--- src/include/plcc_cfg.svh ---
// Constants for the single-wire pulse-count LED current controller
// What this block does
// - Level register counts enable/data rising edges
// - New level applied after 500 us high
// - Line low over 500 us enters shutdown
// - Shutdown clears the level register
// - Shutdown turns all three sinks off
// - First edge from shutdown selects level one
// - Each further edge advances level one step, up to 32
// - Levels map to published current steps
// - All three sinks share one level
// - Edges accepted at up to 1 MHz
`ifndef PLCC_CFG_SVH
`define PLCC_CFG_SVH

// Clock period of CORE_CLK in ns
`define PLCC_CLK_PERIOD_NS 25
// Latch pause and off timeout in ns
`define PLCC_LATCH_PAUSE_TIME_NS 500000
`define PLCC_OFF_TIME_NS 500000
// Timeout counts in cycles, rounded down
`define PLCC_LATCH_CYCLES (`PLCC_LATCH_PAUSE_TIME_NS / `PLCC_CLK_PERIOD_NS)
`define PLCC_OFF_CYCLES (`PLCC_OFF_TIME_NS / `PLCC_CLK_PERIOD_NS)
// Level field values
`define PLCC_LEVEL_RESET 6'h00
`define PLCC_LEVEL_FIRST 6'h01
`define PLCC_LEVEL_MAX 6'h20
// Timer width and saturation value
`define PLCC_TIMER_W 16
`define PLCC_TIMER_SAT 16'hffff
// Number of current sinks
`define PLCC_SINKS 3

`endif

--- src/include/plcc_pkg.sv ---
// Types shared by the LED current controller modules
package plcc_pkg;
    // Brightness level, 0 means off, 1 to 32 valid
    typedef logic [5:0] plcc_level_t;
    // Sink current in tenths of a milliamp
    typedef logic [8:0] plcc_current_t;
    // Driver operating mode
    typedef enum logic {
        PLCC_SHUTDOWN,
        PLCC_ACTIVE
    } plcc_mode_t;
endpackage

--- src/core/plcc_level_map.sv ---
// Level to sink current lookup for the LED current controller
`timescale 1ns/1ps
`default_nettype none
`include "plcc_cfg.svh"

module plcc_level_map (
    input  wire plcc_pkg::plcc_level_t   level,
    output var  plcc_pkg::plcc_current_t current
);
    import plcc_pkg::*;

    // Current per level in 0.1 mA, entry 0 is off
    localparam plcc_current_t STEP_TABLE [0:32] = '{
        9'h000, 9'h12e, 9'h124, 9'h11b, 9'h111, 9'h107, 9'h0fd, 9'h0f4, 9'h0ea,
        9'h0e0, 9'h0d6, 9'h0cd, 9'h0c3, 9'h0b9, 9'h0af, 9'h0a6, 9'h09c,
        9'h092, 9'h088, 9'h07f, 9'h075, 9'h06b, 9'h061, 9'h058, 9'h04e,
        9'h044, 9'h03a, 9'h031, 9'h027, 9'h01d, 9'h013, 9'h00a, 9'h005
    };

    always_comb begin
        if (level > `PLCC_LEVEL_MAX) begin
            // Out-of-range code gives no current
            current = 9'h000;
        end else begin
            current = STEP_TABLE[level];
        end
    end
endmodule
`default_nettype wire

--- src/core/plcc_top.sv ---
// Single-wire pulse-count LED current controller, device side
`timescale 1ns/1ps
`default_nettype none
`include "plcc_cfg.svh"

module plcc_top #(
    parameter int LATCH_CYCLES = `PLCC_LATCH_CYCLES, // Latch pause in cycles
    parameter int OFF_CYCLES   = `PLCC_OFF_CYCLES    // Off timeout in cycles
) (
    input  wire logic                    CORE_CLK,
    input  wire logic                    RST,
    input  wire logic                    EN_DATA,
    output var  logic                    SINK_OUT_ONE,
    output var  logic                    SINK_OUT_TWO,
    output var  logic                    SINK_OUT_THREE,
    output var  plcc_pkg::plcc_level_t   SINK_LEVEL,
    output var  plcc_pkg::plcc_current_t SINK_CURRENT,
    output var  logic                    DRIVER_ON
);
    import plcc_pkg::*;

    // Pin synchroniser stages
    logic                        en_s1_q;      // First stage, read only by second
    logic                        en_s2_q;      // Synchronised line level
    logic                        en_dly_q;     // Delayed copy for edge detect
    // Edge and timeout decode
    logic                        rise;         // Rising edge of the line
    logic                        any_edge;     // Any edge of the line
    logic                        latch_hit;    // Line high for the latch pause
    logic                        off_hit;      // Line low for the off timeout
    // Core state
    plcc_mode_t                  mode_q;       // Shutdown or active
    plcc_level_t                 count_q;      // Edge-counted level register
    logic [`PLCC_TIMER_W-1:0]    timer_q;      // Cycles since last line edge
    // Applied outputs
    plcc_level_t                 level_q;      // Level shown on the sinks
    plcc_current_t               current_q;    // Current shown on the sinks
    logic [`PLCC_SINKS-1:0]      sink_en_q;    // Per-sink switch enables
    logic                        drv_on_q;     // Driver powered flag
    plcc_current_t               map_current;  // Lookup of the counted level

    // Two-flop synchroniser on the pin
    always_ff @(posedge CORE_CLK) begin
        if (RST) begin
            en_s1_q <= 1'b0;
            en_s2_q <= 1'b0;
            en_dly_q <= 1'b0;
        end else begin
            en_s1_q <= EN_DATA;
            en_s2_q <= en_s1_q;
            en_dly_q <= en_s2_q;
        end
    end

    assign rise     = en_s2_q & ~en_dly_q;
    assign any_edge = en_s2_q ^ en_dly_q;

    assign latch_hit = (mode_q == PLCC_ACTIVE) && en_s2_q && !any_edge
                       && (timer_q == `PLCC_TIMER_W'(LATCH_CYCLES - 1));
    assign off_hit   = (mode_q == PLCC_ACTIVE) && !en_s2_q && !any_edge
                       && (timer_q == `PLCC_TIMER_W'(OFF_CYCLES - 1));

    always_ff @(posedge CORE_CLK) begin
        if (RST) begin
            timer_q <= '0;
        end else if (any_edge) begin
            // Fresh interval begins
            timer_q <= '0;
        end else if (timer_q != `PLCC_TIMER_SAT) begin
            // Count, holding at the top
            timer_q <= timer_q + 1'b1;
        end
    end

    // Mode: rise wakes, off timeout sleeps
    always_ff @(posedge CORE_CLK) begin
        if (RST) begin
            mode_q <= PLCC_SHUTDOWN;
        end else begin
            unique case (mode_q)
                PLCC_SHUTDOWN: begin
                    if (rise) begin
                        mode_q <= PLCC_ACTIVE;
                    end
                end
                PLCC_ACTIVE: begin
                    if (off_hit) begin
                        mode_q <= PLCC_SHUTDOWN;
                    end
                end
            endcase
        end
    end

    // Level register counted from rising edges
    always_ff @(posedge CORE_CLK) begin
        if (RST) begin
            count_q <= `PLCC_LEVEL_RESET;
        end else if (off_hit) begin
            count_q <= `PLCC_LEVEL_RESET;
        end else if (rise && mode_q == PLCC_SHUTDOWN) begin
            count_q <= `PLCC_LEVEL_FIRST;
        end else if (rise && count_q < `PLCC_LEVEL_MAX) begin
            count_q <= count_q + 1'b1;
        end
        // at the top further edges hold
    end

    // Lookup of the counted level
    plcc_level_map u_map (
        .level   (count_q),
        .current (map_current)
    );

    a_map_lookup: assert property (
        @(posedge CORE_CLK) disable iff (RST)
        (count_q == 6'h01 |-> map_current == 9'h12e)
        and (count_q == 6'h10 |-> map_current == 9'h09c)
        and (count_q == 6'h1f |-> map_current == 9'h00a))
        else $error("level lookup gives wrong current");

    // Applied level and current, updated at latch, cleared at off timeout
    always_ff @(posedge CORE_CLK) begin
        if (RST) begin
            level_q   <= `PLCC_LEVEL_RESET;
            current_q <= '0;
        end else if (off_hit) begin
            level_q   <= `PLCC_LEVEL_RESET;
            current_q <= '0;
        end else if (latch_hit) begin
            level_q   <= count_q;
            current_q <= map_current;
        end
    end

    // Driver powered flag follows the mode change
    always_ff @(posedge CORE_CLK) begin
        if (RST) begin
            drv_on_q <= 1'b0;
        end else if (off_hit) begin
            drv_on_q <= 1'b0;
        end else if (rise) begin
            drv_on_q <= 1'b1;
        end
    end

    for (genvar g = 0; g < `PLCC_SINKS; g++) begin : g_sink
        always_ff @(posedge CORE_CLK) begin
            if (RST) begin
                sink_en_q[g] <= 1'b0;
            end else if (off_hit) begin
                sink_en_q[g] <= 1'b0;
            end else if (latch_hit) begin
                // Conduct only for a nonzero level
                sink_en_q[g] <= (count_q != `PLCC_LEVEL_RESET);
            end
        end
    end

    // Ports straight from flops
    assign SINK_OUT_ONE   = sink_en_q[0];
    assign SINK_OUT_TWO   = sink_en_q[1];
    assign SINK_OUT_THREE = sink_en_q[2];
    assign SINK_LEVEL     = level_q;
    assign SINK_CURRENT   = current_q;
    assign DRIVER_ON      = drv_on_q;

    a_latch_applies: assert property (
        @(posedge CORE_CLK) disable iff (RST)
        latch_hit |=> (SINK_LEVEL == $past(count_q)) && (SINK_CURRENT == $past(map_current)))
        else $error("latched level differs from counted level");

    // sink level moves only at latch or off
    a_level_stable: assert property (
        @(posedge CORE_CLK) disable iff (RST)
        $changed(SINK_LEVEL) |-> $past(latch_hit) || $past(off_hit))
        else $error("sink level changed without latch or off");

    a_off_enters: assert property (
        @(posedge CORE_CLK) disable iff (RST)
        (mode_q == PLCC_ACTIVE && !en_s2_q && !any_edge
         && timer_q == `PLCC_TIMER_W'(OFF_CYCLES - 1))
        |=> (mode_q == PLCC_SHUTDOWN) && (count_q == `PLCC_LEVEL_RESET) && !DRIVER_ON)
        else $error("off timeout did not shut down and clear");

    a_shut_sinks_off: assert property (
        @(posedge CORE_CLK) disable iff (RST)
        mode_q == PLCC_SHUTDOWN |-> !SINK_OUT_ONE && !SINK_OUT_TWO && !SINK_OUT_THREE)
        else $error("sink conducting in shutdown");

    a_first_edge_one: assert property (
        @(posedge CORE_CLK) disable iff (RST)
        (mode_q == PLCC_SHUTDOWN && rise) |=> (count_q == 6'h01) && (mode_q == PLCC_ACTIVE))
        else $error("first edge did not select level one");

    a_step_count: assert property (
        @(posedge CORE_CLK) disable iff (RST)
        (mode_q == PLCC_ACTIVE && rise && count_q < 6'h20) |=> count_q == $past(count_q) + 6'h01)
        else $error("edge did not advance level by one");

    a_top_holds: assert property (
        @(posedge CORE_CLK) disable iff (RST)
        (count_q == 6'h20 && rise) |=> count_q == 6'h20)
        else $error("level wrapped past 32");

    a_timer_restart: assert property (
        @(posedge CORE_CLK) disable iff (RST)
        any_edge ##1 !any_edge |=> timer_q == 16'h0001)
        else $error("timer did not restart on edge");

    a_map_ends: assert property (
        @(posedge CORE_CLK) disable iff (RST)
        (SINK_LEVEL == 6'h01 |-> SINK_CURRENT == 9'h12e)
        and (SINK_LEVEL == 6'h20 |-> SINK_CURRENT == 9'h005))
        else $error("current step table mismatch");

    a_sinks_match: assert property (
        @(posedge CORE_CLK) disable iff (RST)
        (sink_en_q == 3'h0 || sink_en_q == 3'h7)
        && ((sink_en_q == 3'h7) == (SINK_LEVEL != 6'h00)))
        else $error("sinks disagree with each other or level");

    a_count_kept: assert property (
        @(posedge CORE_CLK) disable iff (RST)
        (!rise && !off_hit) |=> $stable(count_q))
        else $error("level register changed without an edge");
endmodule
`default_nettype wire

--- config.mk ---
export PLATFORM = sky130hd
export DESIGN_NAME = plcc_top
export DESIGN_NICKNAME = d
export VERILOG_FILES = /design/src/include/plcc_pkg.sv /design/src/core/plcc_level_map.sv /design/src/core/plcc_top.sv
export VERILOG_INCLUDE_DIRS = /design/src /design/src/include
export SDC_FILE = /design/constraint.sdc
export NUM_CORES = 1
export LEC_CHECK = 0
export ABC_CLOCK_PERIOD_IN_PS = 3800
export CORE_MARGIN = 1.5
export CORE_UTILIZATION = 60
export CTS_CLUSTER_DIAMETER = 200
export DETAILED_ROUTE_END_ITERATION = 8
export DONT_BUFFER_PORTS = 1
export GPL_TIMING_DRIVEN = 0
export PLACE_DENSITY = 0.76
export SLEW_MARGIN = 20
export SYNTH_ARGS = -nofsm -noshare
export SYNTH_HDL_FRONTEND = slang
export SYNTH_SLANG_ARGS = --single-unit
export TNS_END_PERCENT = 10
--- constraint.sdc ---
create_clock -name CORE_CLK -period 3.8 [get_ports CORE_CLK]
set_clock_uncertainty 0.1 [all_clocks]
set_input_delay 0.57 -clock CORE_CLK [delete_from_list [all_inputs] [get_ports CORE_CLK]]
set_output_delay 0.57 -clock CORE_CLK [all_outputs]
set_load 0.005 [all_outputs]
==> impl_metrics.env, run 1 <==
export IMPL_io_pins=22
export IMPL_n_antenna_cell=0
export IMPL_wl_met3_um=176
export IMPL_synth_simple_gate_area_share_pct=25.6
export IMPL_power_density_nw_per_um2=324
export IMPL_wl_per_cell_um=14.7
export IMPL_cts_root_buf="clkbuf_8"
export IMPL_utilization_pct=67.2
export IMPL_cts_sinks=43
export IMPL_synth_area_leader_cell="dfxtp_1"
export IMPL_clock_fmax_mhz=400
export IMPL_synth_seq_area_share_pct=37.0
export IMPL_reg2reg_to="SINK_CURRENT[2]"
export IMPL_hold_start="RST"
export IMPL_syn_to_final_growth_pct=6.57
export IMPL_holdPathEnd="en_dly_q"
export IMPL_cp_start_kind="register"
export IMPL_period_share_pct=65.8
export IMPL_cts_tree="done"
export IMPL_synth_compound_area_share_pct=16.6
export IMPL_synth_cells=271
export IMPL_timing_final_crit_period_ps=2500
export IMPL_fp_dieH_um=65.2
export IMPL_synth_top_area_share_pct=37.0
export IMPL_grt_pass1_vias=1743
export IMPL_synth_top_cells_by_area="dfxtp_1, ha_1, nor2_1, a21oi_1, nand2_1"
export IMPL_rr_worst_depth=7
export IMPL_setup_viol=0
export IMPL_layout_common_cells="dfxtp_1, nor2_1, nand2_1, a21oi_1, ha_1"
export IMPL_layout_commonest_cell="dfxtp_1"
export IMPL_vias=1949
export IMPL_rsz0062_at_grt="false"
export IMPL_crit_arrival_ps=2640
export IMPL_syn_area_per_cell_um2=8.58
export IMPL_post_cts_setup_buffers=0
export IMPL_whs_ps=215
export IMPL_htree_levels=2
export IMPL_met2_length_um=2370
export IMPL_dp_cells=319
export IMPL_max_slew_margin_pct=62.8
export IMPL_synthXorXnorAreaFrac_pct=4.14
export IMPL_portBuffers=0
export IMPL_timing_rr_start="count_q[0]"
export IMPL_holdCritPathClass="in2reg"
export IMPL_grtUsageTotal_pct=24.5
export IMPL_grt_max_degree=16
export IMPL_first_iter_violations=159
export IMPL_end_kind="register"
export IMPL_drv_cap=0
export IMPL_synth_top_flop_cell="dfxtp_1"
export IMPL_synth_edff_count=0
export IMPL_ant_nets=0
export IMPL_ctsHoldBuffers=0
export IMPL_grt_pass1_wl_um=8140
export IMPL_power_leakage_nw=0.920
export IMPL_initial_core_util_pct=63.0
export IMPL_grt_overflow_total=0
export IMPL_die_w_um=65.2
export IMPL_ys_ff_latch=43
export IMPL_required_ps=3930
export IMPL_synth_adder_area_share_pct=5.92
export IMPL_coreArea_um2=3690
export IMPL_place_gp_congestion=0.901
export IMPL_fin_nets=292
export IMPL_post_dp_hpwl_um=3450
export IMPL_outcome="completed"
export IMPL_wirelength_um=4790
export IMPL_drive_above_1_share_pct=10.0
export IMPL_synth_top_family_by_area="simple AND/OR/NAND/NOR gates"
export IMPL_top_layer="met4"
export IMPL_cts_path_max_buffers=2
export IMPL_dieArea_um2=4260
export IMPL_rows=22
export IMPL_synthMuxAreaShare_pct=4.84
export IMPL_m1WireLength_um=2160
export IMPL_cts_buffers=5
export IMPL_tightest_slew_ps=554
export IMPL_syn_nets=285
export IMPL_drt_pass1_iter_count=4
export IMPL_critical_path_class="reg2reg"
export IMPL_clk_pin_slew_ps=90
export IMPL_final_cells=327
export IMPL_avgViaCountPerCell=5.96
export IMPL_finalHoldViolCount=0
export IMPL_finalPower_mw=0.804
export IMPL_path_max_fanout=10
export IMPL_netlist_area_um2=2320
export IMPL_max_vdd_ir_drop_v=0.000245
export IMPL_antenna_found_initial=0
export IMPL_rrSetupSlack_ps=1300
export IMPL_postSynth_asyncResetShare_pct=0
export IMPL_cts_resized=0
export IMPL_drc=0
export IMPL_tns_ps=0
export IMPL_ys_types=55
export IMPL_hold_depth=1
export IMPL_clock_latency_ps=310
export IMPL_slew_violations=0
export IMPL_yosysWarnings=0
worst max path at each step:
stage	from	to	slack, ps	depth (start not counted)
after floorplan	count_q[0]	SINK_CURRENT[2]	1650	7
after global placement	count_q[0]	SINK_CURRENT[2]	1360	7
after detailed placement	count_q[0]	SINK_CURRENT[2]	1340	7
after CTS	count_q[0]	SINK_CURRENT[2]	1310	7
after global routing	count_q[0]	SINK_CURRENT[2]	1160	7
final	count_q[0]	SINK_CURRENT[2]	1300	7
logic make-up (layout without fill, tap and decap cells):
family | Yosys count | in the layout
DFF | 43 | 43
and+or+nand+nor | 110 | 110
AOI/OAI and AO/OA | 58 | 58
adders and majority gates | 11 | 11
buffers and inverters | 28 | 36
muxes | 10 | 10
xor gates and xnor gates | 11 | 11
synth_stat cells, types with 2 or more instances:
| master | n |
|---|---|
| a211o_1 | 3 |
| a211oi_1 | 6 |
| a21oi_1 | 19 |
| a22oi_1 | 2 |
| a31oi_1 | 7 |
| and3_1 | 3 |
| buf_2 | 7 |
| buf_4 | 2 |
| buf_6 | 2 |
| clkbuf_1 | 7 |
| dfxtp_1 | 43 |
| ha_1 | 11 |
| inv_1 | 9 |
| mux2i_1 | 9 |
| nand2_1 | 25 |
| nand2b_1 | 2 |
| nand3_1 | 4 |
| nand3_2 | 3 |
| nand4b_1 | 3 |
| nor2_1 | 34 |
| nor2b_1 | 5 |
| nor3_1 | 10 |
| nor4_1 | 4 |
| o211ai_1 | 3 |
| o21ai_0 | 3 |
| o21bai_1 | 2 |
| or3_1 | 2 |
| or4_1 | 4 |
| or4b_1 | 2 |
| xnor2_1 | 6 |
| xor2_1 | 5 |
worst max-delay path, stage by stage, from the launching register on:
cell	delay, ps
dfxtp_1	560
inv_1	190
ha_1	440
nor2_1	90
a211o_1	260
and3_1	160
or4_1	490
a21oi_1	150
cell type report:
class,count,area (um2)
fill,331,1210
sequential,43,861
inverter,9,33.8
multi-input combinational,200,1330
clock inverter,3,23.8
buffer,19,103
clock buffer,5,68.8
tap,48,60.1
layer usage:
layer  up-vias  global-route usage (%)
met2        38                    42.0
met5         -                       0
met1       919                    30.3
li1        983                       -
met3         9                    4.97
met4         0                    9.11
state kept, by name, indices dropped and copies added (netlist names):
name / count
DRIVER_ON: 1
SINK_CURRENT: 9
SINK_LEVEL: 6
SINK_OUT_THREE: 1
count_q: 6
en_dly_q: 1
en_s1_q: 1
en_s2_q: 1
mode_q: 1
timer_q: 16
power by group:
part           internal [mW]  switching [mW]  leakage (nW)
logic                 0.0141          0.0215         0.531
registers              0.456         0.00701         0.348
clock network          0.132           0.174        0.0408
through the flow:
stage,instance area [um2],setup slack (ps)
after floorplan,2320,1650
after global placement,2380,1360
after detailed placement,2380,1340
after CTS,2480,1310
after global routing,2480,1160
final,2480,1300
No activity file was read; power rests on OpenSTA's default activity.
==> run 2, diff against run 1 <==
Settings changed: ABC_CLOCK_PERIOD_IN_PS 3800 to 2200, CORE_UTILIZATION 60 to 57, PLACE_DENSITY 0.76 to 0.75.
Clock period 3.8 ns to 2.2 ns, I/O delays scaled along.
==> impl_metrics.env, run 2 (synthesis gave the netlist of run 1 again) <==
export IMPL_place_ws_ps=-237
export IMPL_timing_final_crit_period_ps=2130
export IMPL_regMostFlops="timer_q"
export IMPL_cts_buffers=5
export IMPL_place_gp_congestion=0.878
export IMPL_crit_chain="inv_1 > ha_4 > nor2_1 > a211o_1 > and3_1 > or4_1 > a21oi_1"
export IMPL_cts_path_max_buffers=2
export IMPL_power_density_nw_per_um2=554
export IMPL_post_dp_hpwl_um=3440
export IMPL_finalHoldViolCount=0
export IMPL_cp_buffers_inverters=1
export IMPL_drc=0
export IMPL_utilization_pct=63.6
export IMPL_cts_sinks=43
export IMPL_fin_nets=293
export IMPL_io_pins=22
export IMPL_post_cts_setup_buffers=0
export IMPL_drive_above_1_share_pct=11.8
export IMPL_cp_start_kind="register"
export IMPL_portBuffers=0
export IMPL_outcome="completed"
export IMPL_slew_violations=0
export IMPL_fp_dieH_um=66.9
export IMPL_clock_latency_ps=300
export IMPL_crit_arrival_ps=2270
export IMPL_grt_overflow_total=0
export IMPL_max_slew_margin_pct=61.1
export IMPL_cts_tree="done"
export IMPL_die_w_um=66.9
export IMPL_coreArea_um2=3970
export IMPL_fin_ws_ps=65.8
export IMPL_drt_pass1_iter_count=4
export IMPL_power_leakage_nw=0.937
export IMPL_path_max_fanout=10
export IMPL_critPathTopFamily="simple AND/OR/NAND/NOR gates"
export IMPL_initial_core_util_pct=58.5
export IMPL_dieArea_um2=4470
export IMPL_tns_ps=0
export IMPL_layout_commonest_cell="dfxtp_1"
export IMPL_syn_to_final_growth_pct=8.61
export IMPL_period_share_pct=97.0
export IMPL_wirelength_um=4860
export IMPL_tightest_slew_ps=578
export IMPL_grtUsageTotal_pct=24.1
export IMPL_layout_common_cells="dfxtp_1, nor2_1, nand2_1, a21oi_1, nor3_1"
export IMPL_htree_levels=2
export IMPL_end_kind="register"
export IMPL_grt_max_degree=14
export IMPL_whs_ps=64.0
export IMPL_rows=23
export IMPL_cpPeakStageDelay_ps=470
export IMPL_grt_pass1_vias=1819
export IMPL_cts_root_buf="clkbuf_8"
export IMPL_vias=1954
export IMPL_n_antenna_cell=0
export IMPL_holdCritPathClass="in2reg"
export IMPL_antenna_found_initial=0
export IMPL_avgViaCountPerCell=5.92
export IMPL_wl_per_cell_um=14.7
export IMPL_clock_fmax_mhz=469
export IMPL_drv_cap=0
export IMPL_ant_nets=0
export IMPL_grt_pass1_wl_um=8100
export IMPL_required_ps=2330
export IMPL_critical_path_class="reg2reg"
export IMPL_rsz0062_at_grt="true"
export IMPL_clk_pin_slew_ps=80
export IMPL_setup_viol=0
export IMPL_largest_reg_flops=16
export IMPL_cpMaxStageDelayCell="or4_1"
export IMPL_max_vdd_ir_drop_v=0.000483
export IMPL_first_iter_violations=144
==> run 2: worst register-to-register path, stage by stage (launching register included) <==
cell     delay (ps)
dfxtp_4         420
inv_1           140
ha_4            340
nor2_1           70
a211o_1         250
and3_1          150
or4_1           470
a21oi_1         130
==> run 2: metrics by stage <==
step	instance area [um2]	std cells	total power, mW
final	2520	330	1.40
after global routing	2520	330	1.46
after CTS	2510	330	1.41
after detailed placement	2390	321	0.880
after global placement	2390	321	0.878
after floorplan	2320	271	0.864
==> run 2: worst paths after layout <==
kind                   start              end  slack (ps)  cells after the start
hold reg to reg      en_s1_q          en_s2_q         340                      1
setup reg to reg  count_q[0]  SINK_CURRENT[2]          70                      7
setup / recovery  count_q[0]  SINK_CURRENT[2]          70                      7
hold / removal       EN_DATA          en_s1_q          60                      1
==> run 2: timing repair <==
item,in CTS,in global routing
resized for setup,6,3
pin swaps,0,1
hold buffers,1,0
endpoints found under the hold margin,4,0
setup endpoints to repair,5,12
==> run 2: cell type report <==
type,count,area [um2]
multi-input combinational,200,1360
inverter,9,33.8
tap,50,62.6
buffer,19,103
timing repair buffer,1,10.0
clock buffer,7,86.3
fill,341,1450
sequential,43,866
clock inverter,1,8.76
==> run 2: layer usage <==
metal	wire (um)	global-route usage (%)	up-vias
met5	0	0	-
met1	2110	26.3	929
met2	2480	44.0	33
li1	-	-	982
met3	151	5.41	10
met4	119	11.2	0
==> run 2: where the power goes <==
group	total (mW)	switching (mW)	internal, mW
sequential	0.799	0.0127	0.787
clock	0.530	0.273	0.257
combinational	0.0683	0.0396	0.0287
total	1.40	0.325	1.07
